<file path="src/status_pin_map.svh">
// Offsets, field positions, reset values and codes of the status pin block
// What this block does
// - Startup gating 0 holds clock outputs off until analog lock, 1 until digital
// - Startup gating 2 never gates clock outputs; code 3 is reserved
// - Open-drain strength applies to status pin in open-drain mode
// - Data pin pull-up bit set enables the data pin pull-up
// - Clock pin pull-up bit set enables the serial clock pin pull-up
// - Open-drain, normal polarity: value 0 pulls low, value 1 releases
// - Open-drain, inverted polarity: value 1 pulls low, value 0 releases
// - Tristate bit set puts the status pin in high impedance
// - Pull-down bit enables pull-down; software avoids it in open-drain mode
// - Status pin weak pull-up bit enables pull-up, set after reset
// - Polarity bit selects true value or inverse on the status pin
// - Polarity is ignored for source code 0x1F
// - Source 0 routes analog lock, source 1 routes digital lock
// - Sources 2, 3, 4 route loss flags of ref0, ref1, crystal
// - Sources 5 and 6 route activity status of ref0 and ref1
// - Sources 7 and 8 route reference-invalid of ref0 and ref1
// - Source 9 routes interrupt status qualified by interrupt enable
// - Source 0xA routes device ready after startup completes
// - Source 0x1E forces the pin low; software avoids unlisted codes
// - Readback bit shows driven pin value for sources 0..4, else 0
`ifndef STATUS_PIN_MAP_SVH
`define STATUS_PIN_MAP_SVH

`define PAD_CFG_OFFSET      8'h00
`define PIN_CFG_OFFSET      8'h01
`define READBACK_OFFSET     8'h02

`define PAD_CFG_RESET       8'h2F
`define PIN_CFG_RESET       16'h0200
`define PAD_CFG_MASK        8'hFF
`define PIN_CFG_MASK        16'h1F1F

`define GATE_HI             7
`define GATE_LO             6
`define PP_STR_HI           5
`define PP_STR_LO           4
`define OD_STR_HI           3
`define OD_STR_LO           2
`define DATA_PU_BIT         1
`define SCLK_PU_BIT         0

`define OD_BIT              12
`define HIZ_BIT             11
`define PD_BIT              10
`define PU_BIT              9
`define POL_BIT             8
`define SRC_HI              4
`define SRC_LO              0
`define READBACK_BIT        1

`define GATE_ON_APLL        2'h0
`define GATE_ON_DPLL        2'h1
`define GATE_NONE           2'h2
`define GATE_RESERVED       2'h3

`define SRC_APLL            5'h00
`define SRC_DPLL            5'h01
`define SRC_REF0_LOSS       5'h02
`define SRC_REF1_LOSS       5'h03
`define SRC_XTAL_LOSS       5'h04
`define SRC_REF0_ACT        5'h05
`define SRC_REF1_ACT        5'h06
`define SRC_REF0_INVALID    5'h07
`define SRC_REF1_INVALID    5'h08
`define SRC_INTERRUPT       5'h09
`define SRC_READY           5'h0A
`define SRC_LOW             5'h1E
`define SRC_NO_POLARITY     5'h1F

`endif

</file>
<file path="src/status_pin_pkg.sv">
// Types shared by the status pin and startup gating logic
`include "status_pin_map.svh"
package status_pin_pkg;
    typedef enum logic [1:0] {
        GATE_APLL     = `GATE_ON_APLL,
        GATE_DPLL     = `GATE_ON_DPLL,
        GATE_OFF      = `GATE_NONE,
        GATE_RESVD    = `GATE_RESERVED
    } gate_mode_t;

    typedef enum logic [4:0] {
        S_APLL        = `SRC_APLL,
        S_DPLL        = `SRC_DPLL,
        S_REF0_LOSS   = `SRC_REF0_LOSS,
        S_REF1_LOSS   = `SRC_REF1_LOSS,
        S_XTAL_LOSS   = `SRC_XTAL_LOSS,
        S_REF0_ACT    = `SRC_REF0_ACT,
        S_REF1_ACT    = `SRC_REF1_ACT,
        S_REF0_INV    = `SRC_REF0_INVALID,
        S_REF1_INV    = `SRC_REF1_INVALID,
        S_INTERRUPT   = `SRC_INTERRUPT,
        S_READY       = `SRC_READY,
        S_LOW         = `SRC_LOW,
        S_NO_POL      = `SRC_NO_POLARITY
    } source_t;

    typedef logic [7:0]  reg_addr_t;
    typedef logic [15:0] reg_data_t;
endpackage
</file>
<file path="src/startup_gate.sv">
// Startup gating of the clock output drivers on PLL lock
`timescale 1ns/10ps
module startup_gate (
    input  wire logic                      clk,
    input  wire logic                      rst_n,
    input  wire status_pin_pkg::gate_mode_t mode,
    input  wire logic                      apll_lock,
    input  wire logic                      dpll_lock,
    output logic                           clk_out_enable
);
    import status_pin_pkg::*;

    typedef struct packed {
        logic released;
    } gate_state_t;

    gate_state_t g_r;
    gate_state_t g_nxt;

    always_comb begin
        g_nxt = g_r;
        case (mode)
            GATE_APLL: if (apll_lock) g_nxt.released = 1'b1;
            GATE_DPLL: if (dpll_lock) g_nxt.released = 1'b1;
            GATE_OFF: g_nxt.released = 1'b1;
            // Reserved code: treated as no gating rather than a hang
            default: g_nxt.released = 1'b1;
        endcase
        // Never cleared once set: a later lock loss must not regate
        if (g_r.released) g_nxt.released = 1'b1;
    end

    always_ff @(posedge clk or negedge rst_n) begin
        if (!rst_n) begin
            g_r <= '0;
        end else begin
            g_r <= g_nxt;
        end
    end

    assign clk_out_enable = g_r.released;
endmodule

</file>
<file path="src/status_pin_ctrl.sv">
// Status pin routing, pad configuration registers and startup gating
`timescale 1ns/10ps
`include "status_pin_map.svh"
module status_pin_ctrl (
    input  wire logic                     ref_clk,
    input  wire logic                     arst_n,
    input  wire logic                     reg_wr_en,
    input  wire logic                     reg_rd_en,
    input  wire status_pin_pkg::reg_addr_t reg_addr,
    input  wire status_pin_pkg::reg_data_t reg_wdata,
    output status_pin_pkg::reg_data_t     reg_rdata,
    output logic                          reg_rd_valid,
    input  wire logic                     apll_lock,
    input  wire logic                     dpll_lock,
    input  wire logic                     ref0_loss_monitor,
    input  wire logic                     ref1_loss_monitor,
    input  wire logic                     crystal_loss_monitor,
    input  wire logic                     ref0_activity_monitor,
    input  wire logic                     ref1_activity_monitor,
    input  wire logic                     ref0_invalid,
    input  wire logic                     ref1_invalid,
    input  wire logic                     chip_int_status,
    input  wire logic                     chip_int_enable,
    input  wire logic                     startup_done,
    input  wire logic                     three_wire_mode,
    output logic                          status_pin_out,
    output logic                          status_pin_oe,
    output logic                          status_pin_pullup_en,
    output logic                          status_pin_pulldown_en,
    output logic [1:0]                    status_pin_strength,
    output logic                          data_pin_pullup_en,
    output logic                          serial_clock_pin_pullup_en,
    output logic [1:0]                    data_pin_strength,
    output logic                          data_pin_strength_apply,
    output logic                          clk_out_enable
);
    import status_pin_pkg::*;

    typedef struct packed {
        logic [7:0]  pad_cfg;
        logic [15:0] pin_cfg;
        logic [15:0] rdata;
        logic        rd_valid;
        logic        pin_out;
        logic        pin_oe;
        logic        pin_pu;
        logic        pin_pd;
        logic [1:0]  pin_str;
        logic        data_pu;
        logic        clk_pu;
        logic [1:0]  data_str;
        logic        data_apply;
        logic        readback;
    } ctrl_state_t;

    ctrl_state_t s_r;
    ctrl_state_t s_nxt;
    logic [1:0]  rst_sync_r;
    logic        rst_n;
    source_t     src;
    logic        raw;
    logic        level;
    logic        od;
    logic        hiz;
    logic        pol;

    // Reset enters at once but lifts only in step with ref_clk
    always_ff @(posedge ref_clk or negedge arst_n) begin
        if (!arst_n) begin
            rst_sync_r <= 2'h0;
        end else begin
            rst_sync_r <= {rst_sync_r[0], 1'b1};
        end
    end
    assign rst_n = rst_sync_r[1];

    assign src = source_t'(s_r.pin_cfg[`SRC_HI:`SRC_LO]);
    assign od  = s_r.pin_cfg[`OD_BIT];
    assign hiz = s_r.pin_cfg[`HIZ_BIT];
    assign pol = s_r.pin_cfg[`POL_BIT];

    always_comb begin
        raw = 1'b0;
        case (src)
            S_APLL:      raw = apll_lock;
            S_DPLL:      raw = dpll_lock;
            S_REF0_LOSS: raw = ref0_loss_monitor;
            S_REF1_LOSS: raw = ref1_loss_monitor;
            S_XTAL_LOSS: raw = crystal_loss_monitor;
            S_REF0_ACT:  raw = ref0_activity_monitor;
            S_REF1_ACT:  raw = ref1_activity_monitor;
            S_REF0_INV:  raw = ref0_invalid;
            S_REF1_INV:  raw = ref1_invalid;
            S_INTERRUPT: raw = chip_int_status & chip_int_enable;
            S_READY:     raw = startup_done;
            S_LOW:       raw = 1'b0;
            // Reserved codes fall to a low raw value; polarity still applies to it
            default:     raw = 1'b0;
        endcase
        // A forced low must stay low, so polarity does not touch it
        if (src == S_NO_POL || src == S_LOW) begin
            level = raw;
        end else begin
            level = raw ^ pol;
        end
    end

    always_comb begin
        s_nxt = s_r;
        s_nxt.rd_valid = 1'b0;
        if (reg_wr_en) begin
            case (reg_addr)
                `PAD_CFG_OFFSET:
                    s_nxt.pad_cfg = reg_wdata[7:0] & `PAD_CFG_MASK;
                `PIN_CFG_OFFSET:
                    s_nxt.pin_cfg = reg_wdata & `PIN_CFG_MASK;
                default: ;
            endcase
        end
        if (reg_rd_en) begin
            s_nxt.rd_valid = 1'b1;
            case (reg_addr)
                `PAD_CFG_OFFSET:  s_nxt.rdata = {8'h00, s_r.pad_cfg};
                `PIN_CFG_OFFSET:  s_nxt.rdata = s_r.pin_cfg;
                `READBACK_OFFSET: begin
                    s_nxt.rdata = 16'h0000;
                    s_nxt.rdata[`READBACK_BIT] = s_r.readback;
                end
                default:          s_nxt.rdata = 16'h0000;
            endcase
        end

        // Tristate wins over both drive styles
        if (hiz) begin
            s_nxt.pin_out = 1'b0;
            s_nxt.pin_oe  = 1'b0;
        end else if (od) begin
            // Only ever pulls low; a released pin floats to the pull-up
            s_nxt.pin_out = 1'b0;
            s_nxt.pin_oe  = ~level;
        end else begin
            s_nxt.pin_out = level;
            s_nxt.pin_oe  = 1'b1;
        end
        s_nxt.readback = (src <= S_XTAL_LOSS) ? level : 1'b0;

        s_nxt.pin_pu = s_r.pin_cfg[`PU_BIT];
        s_nxt.pin_pd = s_r.pin_cfg[`PD_BIT];
        s_nxt.pin_str = od ? s_r.pad_cfg[`OD_STR_HI:`OD_STR_LO]
                           : s_r.pad_cfg[`PP_STR_HI:`PP_STR_LO];
        s_nxt.data_pu = s_r.pad_cfg[`DATA_PU_BIT];
        s_nxt.clk_pu  = s_r.pad_cfg[`SCLK_PU_BIT];
        s_nxt.data_str = s_r.pad_cfg[`PP_STR_HI:`PP_STR_LO];
        s_nxt.data_apply = three_wire_mode;
    end

    always_ff @(posedge ref_clk or negedge rst_n) begin
        if (!rst_n) begin
            s_r          <= '0;
            s_r.pad_cfg  <= `PAD_CFG_RESET;
            s_r.pin_cfg  <= `PIN_CFG_RESET;
            s_r.pin_pu   <= 1'b1;
            s_r.pin_str  <= 2'h2;
            s_r.data_pu  <= 1'b1;
            s_r.clk_pu   <= 1'b1;
            s_r.data_str <= 2'h2;
        end else begin
            s_r <= s_nxt;
        end
    end

    startup_gate u_gate (
        .clk            (ref_clk),
        .rst_n          (rst_n),
        .mode           (gate_mode_t'(s_r.pad_cfg[`GATE_HI:`GATE_LO])),
        .apll_lock      (apll_lock),
        .dpll_lock      (dpll_lock),
        .clk_out_enable (clk_out_enable)
    );

    assign reg_rdata                  = s_r.rdata;
    assign reg_rd_valid               = s_r.rd_valid;
    assign status_pin_out             = s_r.pin_out;
    assign status_pin_oe              = s_r.pin_oe;
    assign status_pin_pullup_en       = s_r.pin_pu;
    assign status_pin_pulldown_en     = s_r.pin_pd;
    assign status_pin_strength        = s_r.pin_str;
    assign data_pin_pullup_en         = s_r.data_pu;
    assign serial_clock_pin_pullup_en = s_r.clk_pu;
    assign data_pin_strength          = s_r.data_str;
    assign data_pin_strength_apply    = s_r.data_apply;
endmodule

</file>
<file path="config.mk">
export PLATFORM = sky130hd
export DESIGN_NAME = status_pin_ctrl
export DESIGN_NICKNAME = d
export VERILOG_FILES = /design/src/status_pin_pkg.sv /design/src/startup_gate.sv /design/src/status_pin_ctrl.sv
export VERILOG_INCLUDE_DIRS = /design/src /design/src/src
export SDC_FILE = /design/constraint.sdc
export NUM_CORES = 1
export LEC_CHECK = 0
export BUFFER_PORTS_ARGS = -buffer_cell sky130_fd_sc_hd__buf_2
export CAP_MARGIN = 20
export CORE_MARGIN = 2
export CORE_UTILIZATION = 40
export DETAILED_ROUTE_END_ITERATION = 6
export GPL_ROUTABILITY_DRIVEN = 0
export PLACE_DENSITY = 0.76
export SLEW_MARGIN = 10
export SYNTH_ARGS = -nofsm -noshare
export SYNTH_HDL_FRONTEND = slang
export SYNTH_SLANG_ARGS = --single-unit
</file>
<file path="constraint.sdc">
create_clock -name ref_clk -period 3.9 [get_ports ref_clk]
set_clock_uncertainty 0.15 [all_clocks]
set_input_delay 0.195 -clock ref_clk [delete_from_list [all_inputs] [get_ports ref_clk]]
set_output_delay 0.195 -clock ref_clk [all_outputs]
set_load 0.05 [all_outputs]
</file>
==> results of run 1 <==
## worst max path at each step
stage | start | endpoint | cells after the start | slack [ns]
6_report | s_r[31] | status_pin_out | 5 | 1.72
5_1_grt | s_r[31] | status_pin_out | 5 | 1.55
4_1_cts | s_r[31] | status_pin_out | 5 | 1.71
3_5_place_dp | s_r[31] | status_pin_out | 5 | 1.74
3_3_place_gp | reg_addr[5] | s_r[30] | 5 | 1.79
2_1_floorplan | s_r[31] | s_r[0] | 6 | 1.92
## cell usage in the layout (no fill, tap or decap), types with 2 or more instances in the layout
| master | instances |
|---|---|
| nand3_2 | 2 |
| dlygate4sd3_1 | 18 |
| dfrtp_1 | 35 |
| a22o_2 | 3 |
| nor2_1 | 3 |
| a31oi_1 | 2 |
| mux2i_1 | 9 |
| buf_2 | 63 |
| or4b_2 | 2 |
| a22o_1 | 5 |
| nand2b_1 | 2 |
| nand2_1 | 2 |
| mux2_2 | 20 |
| o2bb2ai_1 | 5 |
| conb_1 | 4 |
| dfstp_2 | 11 |
| a21oi_1 | 3 |
| clkbuf_8 | 6 |
| o21ai_0 | 2 |
| nand4_1 | 2 |
| or4_4 | 2 |
## power by group
group / total, mW / switching [mW] / internal (mW) / leakage [nW]
logic: 0.116 / 0.0650 / 0.0512 / 0.621
registers: 0.533 / 0.0224 / 0.511 / 0.590
clock network: 0.307 / 0.161 / 0.145 / 0.0484
## routing by layer
| layer | routed length (um) | global-route usage (%) | vias to the layer above |
|---|---|---|---|
| li1 | - | - | 648 |
| met1 | 1670 | 20.6 | 664 |
| met2 | 2010 | 24.3 | 40 |
| met3 | 248 | 4.37 | 7 |
| met4 | 72 | 5.85 | 0 |
| met5 | 0 | 0 | - |
## sequential cells by signal (all words and copies together), names as in the netlist
name / count
data_pin_pullup_en: 1
data_pin_strength: 2
data_pin_strength_apply: 1
hiz: 1
od: 1
pol: 1
reg_rd_valid: 1
reg_rdata: 13
rst_sync_r: 2
s_nxt: 6
s_r: 10
serial_clock_pin_pullup_en: 1
status_pin_oe: 1
status_pin_out: 1
status_pin_pulldown_en: 1
status_pin_pullup_en: 1
status_pin_strength: 2
u_gate.clk_out_enable: 1
## Yosys cell counts, types with 3 or more instances
library cell | count | area share (%)
a21oi_1 | 3 | 0.73
a22o_1 | 5 | 2.1
a22o_2 | 3 | 1.5
buf_4 | 20 | 7.3
dfrtp_1 | 36 | 44
dfstp_2 | 11 | 14
mux2_2 | 20 | 11
mux2i_1 | 9 | 4.4
nor2_1 | 3 | 0.55
o2bb2ai_1 | 5 | 2.1
## area by class of cell
class                           instances  area [sq um]  area share [%]
Tap cell                               70          87.6            3.42
Clock inverter                          1          8.76           0.342
Timing Repair Buffer                   81           495            19.3
Multi-Input combinational cell         81           691            26.9
Clock buffer                            7          86.3            3.37
Inverter                                1          3.75           0.146
Sequential cell                        47          1190            46.5
## logic make-up after synthesis
kind of cell	Yosys count
compound gates	22
xor+xnor	1
buf+inv	26
flops	47
mux	29
other cells	2
simple gates	25
## critical path, delay by kind of cell (launching register included)
family                    cells  cell delay, ns
DFF                           1            0.49
and+or+nand+nor               2            0.93
AOI/OAI and AO/OA             2            0.26
xor gates and xnor gates      1            0.27
## timing repair
action | 4_1_cts | 5_1_grt
setup endpoints to repair | 0 | 0
hold buffers | 18 | 0
hold endpoints to repair | 23 | 0
## metrics by stage
stage,std cells,total power [mW]
after floorplan,154,0.613
after global placement,262,0.644
after detailed placement,262,0.646
after CTS,288,0.963
after global routing,288,0.998
final,288,0.956
==> flow_metrics.py, run 1 <==
metrics = {
    "pwr": {
        "p_per_area_nw_per_um2": 373,
        "power_leakage_nw": 1.26,
        "max-vdd-ir-drop_mv": 0.150,
    },
    "worst_setup_path": {
        "critical_path.startpoint_type": "register",
        "required_ns": 3.97,
        "crit-reg2reg-launch": "s_r[31]",
        "path_cells": "or4b_2 -> o22ai_1 -> a311oi_1 -> xor2_1 -> nor3b_1",
        "reg2reg_to": "status_pin_out",
        "highest_cell_delay_on_the_worst_timing_path_ns": 0.69,
        "timing.critical_path.arrival_ns": 2.25,
        "reg2reg_setup_slack_ns": 1.72,
        "rr_worst_depth": 5,
        "worstSetupEndpointType": "register",
        "setup.worst_path.class": "reg -> reg",
        "critical_path.slowest_cell": "or4b_2",
        "worstPathMaxFanout": 10,
    },
    "global_route": {
        "grt.overflow.total": 0,
        "grt_antenna_before_repair": 0,
        "grt_util_all_layers_pct": 15.5,
        "maximum_number_of_pins_on_one_net_before_global_route_repair": 46,
        "grt_pass1_wl_um": 6480,
        "vias_in_the_first_global_route": 1318,
    },
    "finish": {
        "fillers": 450,
        "final_layout_size_suffix_gt1_share_pct": 52.8,
        "num_antenna_cells": 0,
        "fin_util_pct": 50.8,
        "synthToLayoutAreaGrowth_pct": 24.7,
        "layout.cell_area.non_filler_sq_um": 2560,
        "num-nets-final": 258,
    },
    "clock_tree": {
        "cts.clk_slew.worst_paths_ns": 0.08,
        "clock_latency_ns": 0.31,
        "cts-resized-gates": 0,
        "cts_buffers": 5,
        "cts_tree": "built",
        "h-tree-depth": 2,
        "tritoncts_num_sinks": 47,
        "setup_fix_buffers_added_after_clock_tree_synthesis": 0,
        "ctsRootBufferMaster": "clkbuf_8",
        "clk_path_buf_depth": 2,
    },
    "yosys": {
        "async_reset_ff_share_pct": 100,
        "post_synthesis_compound_gate_area_fraction_pct": 8.28,
        "synth-adder-area-share_pct": 0,
        "synth.lib_cells_used.distinct": 36,
        "yosys.area_share.simple_pct": 8.83,
        "syn_inst": 152,
        "synth_top_family_by_area": "multiplexers",
        "post_synth_xor_area_fraction_pct": 0.426,
        "synth.yosys.seq_area_share_pct": 57.9,
        "mappedNetlistArea_sq_um": 2060,
        "post_synthesis_area_per_instance_sq_um": 13.5,
        "synth_enable_flop_cells": 0,
        "yosys-mux-area-fraction_pct": 15.3,
        "yosys_warnings": 0,
        "synth-main-ff-cell": "dfrtp_1",
        "yosys_register_bits": 47,
    },
    "worst_hold_path": {
        "hold_path_class": "in -> async",
    },
    "placed_design": {
        "post-dp-hpwl_um": 2790,
        "buffer_ports.inserted": 63,
        "post_dp_cell_area_sq_um": 2290,
        "placement.setup.worst_slack_ns": 1.74,
    },
    "floorplan": {
        "initial_core_utilization_pct": 40.8,
        "die_w_um": 75.7,
        "fp.dieH_um": 75.7,
        "core_area_sq_um": 5040,
        "floorplan.io_pins": 70,
        "core.rowCount": 26,
        "dieArea_sq_um": 5730,
    },
    "route": {
        "vias": 1359,
        "drt-initial-drc-count": 52,
        "drt-wirelength-per-cell_um": 13.9,
        "routed_wl_um": 4000,
        "detail_route.drc_violations": 0,
        "drt-vias-per-instance": 4.72,
        "drtAntennaViolNets": 0,
        "drtPass1Iterations": 4,
    },
    "run": {
        "cap_violations": 0,
    },
    "timing": {
        "clock.fmax_mhz": 459,
        "drv_slew": 0,
        "final-setup-viol-count": 0,
        "layout_setup_ws_ns": 1.72,
        "final.period_utilization_pct": 55.9,
        "grt_setup_unrepaired": "false",
        "final.setup.tns_ns": 0,
        "final-hold-violation-count": 0,
        "crit_path_time_final_ns": 2.18,
        "holdWs_ns": 0.0570,
        "worst_slew_pin_slew_ns": 0.936,
        "max_slew_margin_pct": 37.6,
    },
    "status": {
        "run_status": "finished clean",
    },
}
Power figures use the tool's default switching activity.
==> run 2: changes to the inputs <==
==> constraint.sdc (replaced) <==
create_clock -name ref_clk -period 2.2 [get_ports ref_clk]
set_clock_uncertainty 0.15 [all_clocks]
set_input_delay 0.11 -clock ref_clk [delete_from_list [all_inputs] [get_ports ref_clk]]
set_output_delay 0.11 -clock ref_clk [all_outputs]
set_load 0.05 [all_outputs]
==> run 2 against run 1 <==
  * Fmax grew 6.3%
  * Sequential share of layout area is 1.1 points lower
  * Hold slack improved by 0.014 ns
  * Register-to-register slack got worse by 1.6 ns
  * Setup slack got worse by 1.6 ns
  * Global-route usage is 0.30 points higher
  * Design area up 2.4%
  * Wire length rose by 3.9%
  * Count of clock-buffer cells in the layout fell by 1
  * Clock power is 63% higher
  * Via count increased by 4.0%
  * Sequential power increased by 77%
==> flow_metrics.py, run 2 (synthesized netlist as in run 1, its figures left out) <==
metrics = {
    "status": {
        "run_status": "finished clean",
    },
    "worst_setup_path": {
        "crit-reg2reg-launch": "s_r[31]",
        "setup.worst_path.start": "s_r[31]",
        "setup.worst_path.class": "reg -> reg",
        "timing.critical_path.arrival_ns": 2.12,
        "critical_path.startpoint_type": "register",
        "worstSetupEndpointType": "register",
        "worstPathMaxFanout": 7,
        "required_ns": 2.27,
    },
    "route": {
        "drt-initial-drc-count": 104,
        "routed_wl_um": 4160,
        "detail_route.drc_violations": 0,
        "vias": 1414,
        "drtAntennaViolNets": 0,
        "drtPass1Iterations": 4,
        "drt-vias-per-instance": 4.78,
        "drt-wirelength-per-cell_um": 14.1,
    },
    "pwr": {
        "power.share.sequential_pct": 56.5,
        "p_per_area_nw_per_um2": 634,
        "cell_internal_pwr_mw": 1.23,
        "power_leakage_nw": 1.29,
        "max-vdd-ir-drop_mv": 0.255,
        "switching_share_pct": 26.2,
        "totalPowerFinal_mw": 1.66,
        "switching_power_mw": 0.437,
        "comb_power_share_pct": 13.4,
        "clock_power_share_pct": 30.1,
    },
    "finish": {
        "fillers": 444,
        "mostFrequentLayoutCell": "buf_2",
        "fin_util_pct": 52.1,
        "num_antenna_cells": 0,
        "most-common-layout-cells": "63 x buf_2, 35 x dfrtp_1, 21 x dlygate4sd3_1",
        "num-nets-final": 266,
        "synthToLayoutAreaGrowth_pct": 27.8,
        "max_ffs_per_register": 13,
        "final_layout_size_suffix_gt1_share_pct": 53.5,
    },
    "floorplan": {
        "fp.dieH_um": 75.7,
        "dieArea_sq_um": 5730,
        "core_area_sq_um": 5040,
        "initial_core_utilization_pct": 40.8,
        "die_w_um": 75.7,
        "floorplan.io_pins": 70,
        "core.rowCount": 26,
    },
    "global_route": {
        "maximum_number_of_pins_on_one_net_before_global_route_repair": 46,
        "grt_antenna_before_repair": 0,
        "grt.overflow.total": 0,
        "grt_util_all_layers_pct": 15.8,
        "grt_pass1_wl_um": 6570,
        "vias_in_the_first_global_route": 1338,
    },
    "clock_tree": {
        "clock_latency_ns": 0.29,
        "tritoncts_num_sinks": 47,
        "cts_buffers": 5,
        "h-tree-depth": 2,
        "setup_fix_buffers_added_after_clock_tree_synthesis": 0,
        "cts.clk_slew.worst_paths_ns": 0.08,
        "cts_tree": "built",
        "ctsRootBufferMaster": "clkbuf_8",
        "clk_path_buf_depth": 2,
    },
    "worst_hold_path": {
        "hp-start": "reg_addr[1]",
        "hold_path_class": "in -> reg",
    },
    "placed_design": {
        "buffer_ports.inserted": 63,
        "post-dp-hpwl_um": 2980,
    },
    "timing": {
        "final-hold-violation-count": 0,
        "crit_path_time_final_ns": 2.05,
        "clock.fmax_mhz": 488,
        "final-setup-viol-count": 0,
        "grt_setup_unrepaired": "false",
        "worst_slew_pin_slew_ns": 0.934,
        "final.period_utilization_pct": 93.2,
        "max_slew_margin_pct": 37.7,
        "final.setup.tns_ns": 0,
        "drv_slew": 0,
    },
    "run": {
        "cap_violations": 0,
    },
}
[run 2: cell types whose count changed in the layout (fill, tap and decap cells not counted), sizes merged]
cell         previous run  this run
dlygate4sd3            18        21
clkbuf                  7         6
buf                    63        68
clkinvlp                0         1
[run 2: repair_timing]
item | CTS | global route
resized for setup | 0 | 1
endpoints found under the setup margin | 0 | 1
hold buffers | 21 | 0
hold endpoints to repair | 24 | 0
[run 2: critical path, cell delays in order (launching register included)]
cell and delay [ns]:
dfrtp_1 0.45, or4b_2 0.68, o22ai_1 0.18, a311oi_1 0.08, xor2_1 0.23, nor3b_2 0.20
[run 2: power groups by stage]
stage | Combinational, mW | Sequential (mW) | Clock, mW
global route | 0.242 | 0.949 | 0.560
detailed placement | 0.195 | 0.959 | 0
finish | 0.223 | 0.941 | 0.500
floorplan | 0.101 | 0.987 | 0
CTS | 0.223 | 0.943 | 0.520
global placement | 0.191 | 0.957 | 0
[run 2: final cells by class]
| class | count | area (sq um) | share of cell area [%] |
|---|---|---|---|
| clock inverter | 2 | 12.5 | 0.476 |
| inverter | 1 | 3.75 | 0.143 |
| tap | 70 | 87.6 | 3.33 |
| timing repair buffer | 89 | 563 | 21.4 |
| multi-input combinational | 81 | 696 | 26.5 |
| clock buffer | 6 | 72.6 | 2.76 |
| sequential | 47 | 1190 | 45.4 |
[run 2: stage by stage]
stage                     hold slack, ns  cell area [sq um]  setup slack, ns  std cells
after CTS                         0.0592               2620            0.104        296
after global routing              0.0828               2630           0.0648        296
after floorplan                   -0.336               2060            0.220        154
final                             0.0709               2630            0.150        296
after global placement            -0.255               2330            0.152        267
after detailed placement          -0.253               2330            0.130        267
[run 2: path summary, 6_finish.rpt]
| check | endpoint | slack [ns] | depth (start not counted) |
|---|---|---|---|
| setup / recovery | status_pin_out | 0.15 | 5 |
| hold / removal | reg_rdata[4] | 0.07 | 3 |
| setup reg to reg | status_pin_out | 0.15 | 5 |
| hold reg to reg | rst_sync_r[1] | 0.20 | 0 |
| max in group asynchronous | data_pin_strength[0] | 1.06 | 0 |
| min in group asynchronous | data_pin_strength_apply | 0.26 | 0 |
[run 2: metal layers]
metal	global-route usage, %	vias up	routed length (um)
met1	20.3	701	1720
met5	0	-	0
li1	-	669	-
met4	6.82	0	60
met3	4.23	6	222
met2	25.3	38	2150
==> run 3: changes to the inputs <==
--- a/config.mk
+++ b/config.mk
@@ -8,11 +8,13 @@
 export LEC_CHECK = 0
 export BUFFER_PORTS_ARGS = -buffer_cell sky130_fd_sc_hd__buf_2
 export CAP_MARGIN = 20
+export CORE_ASPECT_RATIO = 0.7
 export CORE_MARGIN = 2
 export CORE_UTILIZATION = 40
 export DETAILED_ROUTE_END_ITERATION = 6
 export GPL_ROUTABILITY_DRIVEN = 0
 export PLACE_DENSITY = 0.76
+export RECOVER_POWER = 25
 export SLEW_MARGIN = 10
 export SYNTH_ARGS = -nofsm -noshare
 export SYNTH_HDL_FRONTEND = slang
==> run 3 against run 2 <==
  * Design area grew 0.52%
  * First-iteration DRC count shrank 69%
  * Total power grew 0.94%
  * Global-route usage grew 1.2 points
  * Combinational power grew 5%
  * Critical path type unchanged
  * Largest cell class unchanged
  * Largest power group unchanged
  * Highest routed layer unchanged
==> flow_metrics.py, run 3 (synthesized netlist as in run 1, its figures left out) <==
metrics = {
    "timing": {
        "max_slew_margin_pct": 47.4,
        "clock.fmax_mhz": 486,
        "final-hold-violation-count": 0,
        "grt_setup_unrepaired": "false",
        "final.period_utilization_pct": 93.5,
        "drv_slew": 0,
        "layout_setup_ws_ns": 0.142,
        "final-setup-viol-count": 0,
        "final.setup.tns_ns": 0,
        "crit_path_time_final_ns": 2.06,
        "worst_slew_pin_slew_ns": 0.788,
    },
    "finish": {
        "mostFrequentLayoutCell": "buf_2",
        "fin_util_pct": 54.3,
        "num_antenna_cells": 0,
        "num-nets-final": 269,
        "final_layout_size_suffix_gt1_share_pct": 51.1,
        "synthToLayoutAreaGrowth_pct": 28.4,
        "fillers": 437,
        "max_ffs_per_register": 13,
        "most-common-layout-cells": "62 x buf_2, 36 x dfrtp_1, 21 x dlygate4sd3_1",
    },
    "clock_tree": {
        "cts_tree": "built",
        "clk_path_buf_depth": 2,
        "tritoncts_num_sinks": 47,
        "ctsRootBufferMaster": "clkbuf_8",
        "h-tree-depth": 2,
        "cts_buffers": 5,
        "cts-resized-gates": 0,
        "cts.clk_slew.worst_paths_ns": 0.09,
        "clock_latency_ns": 0.31,
    },
    "floorplan": {
        "core_area_sq_um": 4860,
        "dieArea_sq_um": 5740,
        "initial_core_utilization_pct": 42.3,
        "die_w_um": 89.7,
        "fp.dieH_um": 64.0,
        "core.rowCount": 21,
        "floorplan.io_pins": 70,
    },
    "run": {
        "cap_violations": 0,
    },
    "global_route": {
        "grt_antenna_before_repair": 0,
        "vias_in_the_first_global_route": 1485,
        "grt_pass1_wl_um": 7210,
        "maximum_number_of_pins_on_one_net_before_global_route_repair": 21,
        "grt_util_all_layers_pct": 17.0,
        "grt.overflow.total": 0,
    },
    "pwr": {
        "switching_share_pct": 26.9,
        "power_leakage_nw": 1.30,
        "totalPowerFinal_mw": 1.68,
        "power.share.sequential_pct": 55.4,
        "switching_power_mw": 0.451,
        "comb_power_share_pct": 13.9,
        "max-vdd-ir-drop_mv": 0.476,
        "cell_internal_pwr_mw": 1.23,
        "p_per_area_nw_per_um2": 637,
        "clock_power_share_pct": 30.7,
    },
    "route": {
        "detail_route.drc_violations": 0,
        "vias": 1400,
        "routed_wl_um": 4270,
        "drt-vias-per-instance": 4.70,
        "drt-wirelength-per-cell_um": 14.3,
        "drtPass1Iterations": 4,
        "drt-initial-drc-count": 32,
        "drtAntennaViolNets": 0,
    },
    "placed_design": {
        "buffer_ports.inserted": 63,
        "post-dp-hpwl_um": 3140,
        "placement.setup.worst_slack_ns": 0.128,
    },
    "worst_setup_path": {
        "timing.critical_path.arrival_ns": 2.12,
        "worstSetupEndpointType": "register",
        "critical_path.startpoint_type": "register",
        "worstPathMaxFanout": 7,
        "setup.worst_path.class": "reg -> reg",
        "reg2reg_setup_slack_ns": 0.14,
        "required_ns": 2.27,
    },
    "status": {
        "run_status": "finished clean",
    },
    "worst_hold_path": {
        "hold_path_class": "in -> reg",
    },
}
[run 3: cell count changes in the layout (fill, tap and decap cells not counted), sizes merged]
| cell | delta |
|---|---|
| buf | +2 |
| clkbuf | +1 |
[run 3: metrics by stage]
stage               hold WS, ns  instances  instance area (sq um)
floorplan                -0.336        154                   2060
global placement         -0.253        269                   2350
detailed placement       -0.251        269                   2350
CTS                      0.0533        298                   2640
global route             0.0584        298                   2640
finish                   0.0509        298                   2640
[run 3: path summary, 6_finish.rpt]
kind / start / end / cells after the start
setup / recovery: s_r[31] / status_pin_out / 5
hold / removal: reg_addr[1] / reg_rdata[3] / 3
setup reg to reg: s_r[31] / status_pin_out / 5
hold reg to reg: rst_sync_r[1] / data_pin_strength_apply / 0
max in group asynchronous: rst_sync_r[1] / s_r[47] / 1
min in group asynchronous: rst_sync_r[1] / data_pin_strength_apply / 0
[run 3: critical path: stages (launching register included)]
cell and delay, ns:
dfrtp_1 0.44, or4b_2 0.69, o22ai_1 0.18, a311oi_1 0.08
xor2_1 0.24, nor3b_1 0.20
[run 3: what timing repair did]
| action | 4_1_cts | 5_1_grt |
|---|---|---|
| hold endpoints to repair | 24 | 0 |
| hold buffers | 21 | 0 |
| buffers inserted | 0 | 0 |
| endpoints found under the setup margin | 0 | 0 |
[run 3: cell type report]
| type | count | area [sq um] | area share (%) |
|---|---|---|---|
| clock buffers | 6 | 72.6 | 2.75 |
| clock inverters | 2 | 12.5 | 0.474 |
| multi-input cells | 81 | 691 | 26.2 |
| flip-flops and latches | 47 | 1190 | 45.1 |
| inverters | 1 | 3.75 | 0.142 |
| well taps | 69 | 86.3 | 3.27 |
| repair buffers | 92 | 584 | 22.1 |
[run 3: power by group through the flow]
| stage | logic, mW | clock network, mW | registers, mW |
|---|---|---|---|
| floorplan | 0.101 | 0 | 0.987 |
| global placement | 0.206 | 0 | 0.948 |
| detailed placement | 0.208 | 0 | 0.949 |
| CTS | 0.236 | 0.523 | 0.933 |
| global route | 0.254 | 0.571 | 0.937 |
| finish | 0.234 | 0.516 | 0.931 |
[run 3: layer usage]
metal / vias up / global-route usage [%] / part of all wire (%)
met5: - / 0 / 0
met4: 0 / 7.28 / 1.8
met3: 7 / 4.78 / 7.2
met2: 49 / 25.6 / 45
met1: 673 / 22.9 / 46
li1: 671 / - / -
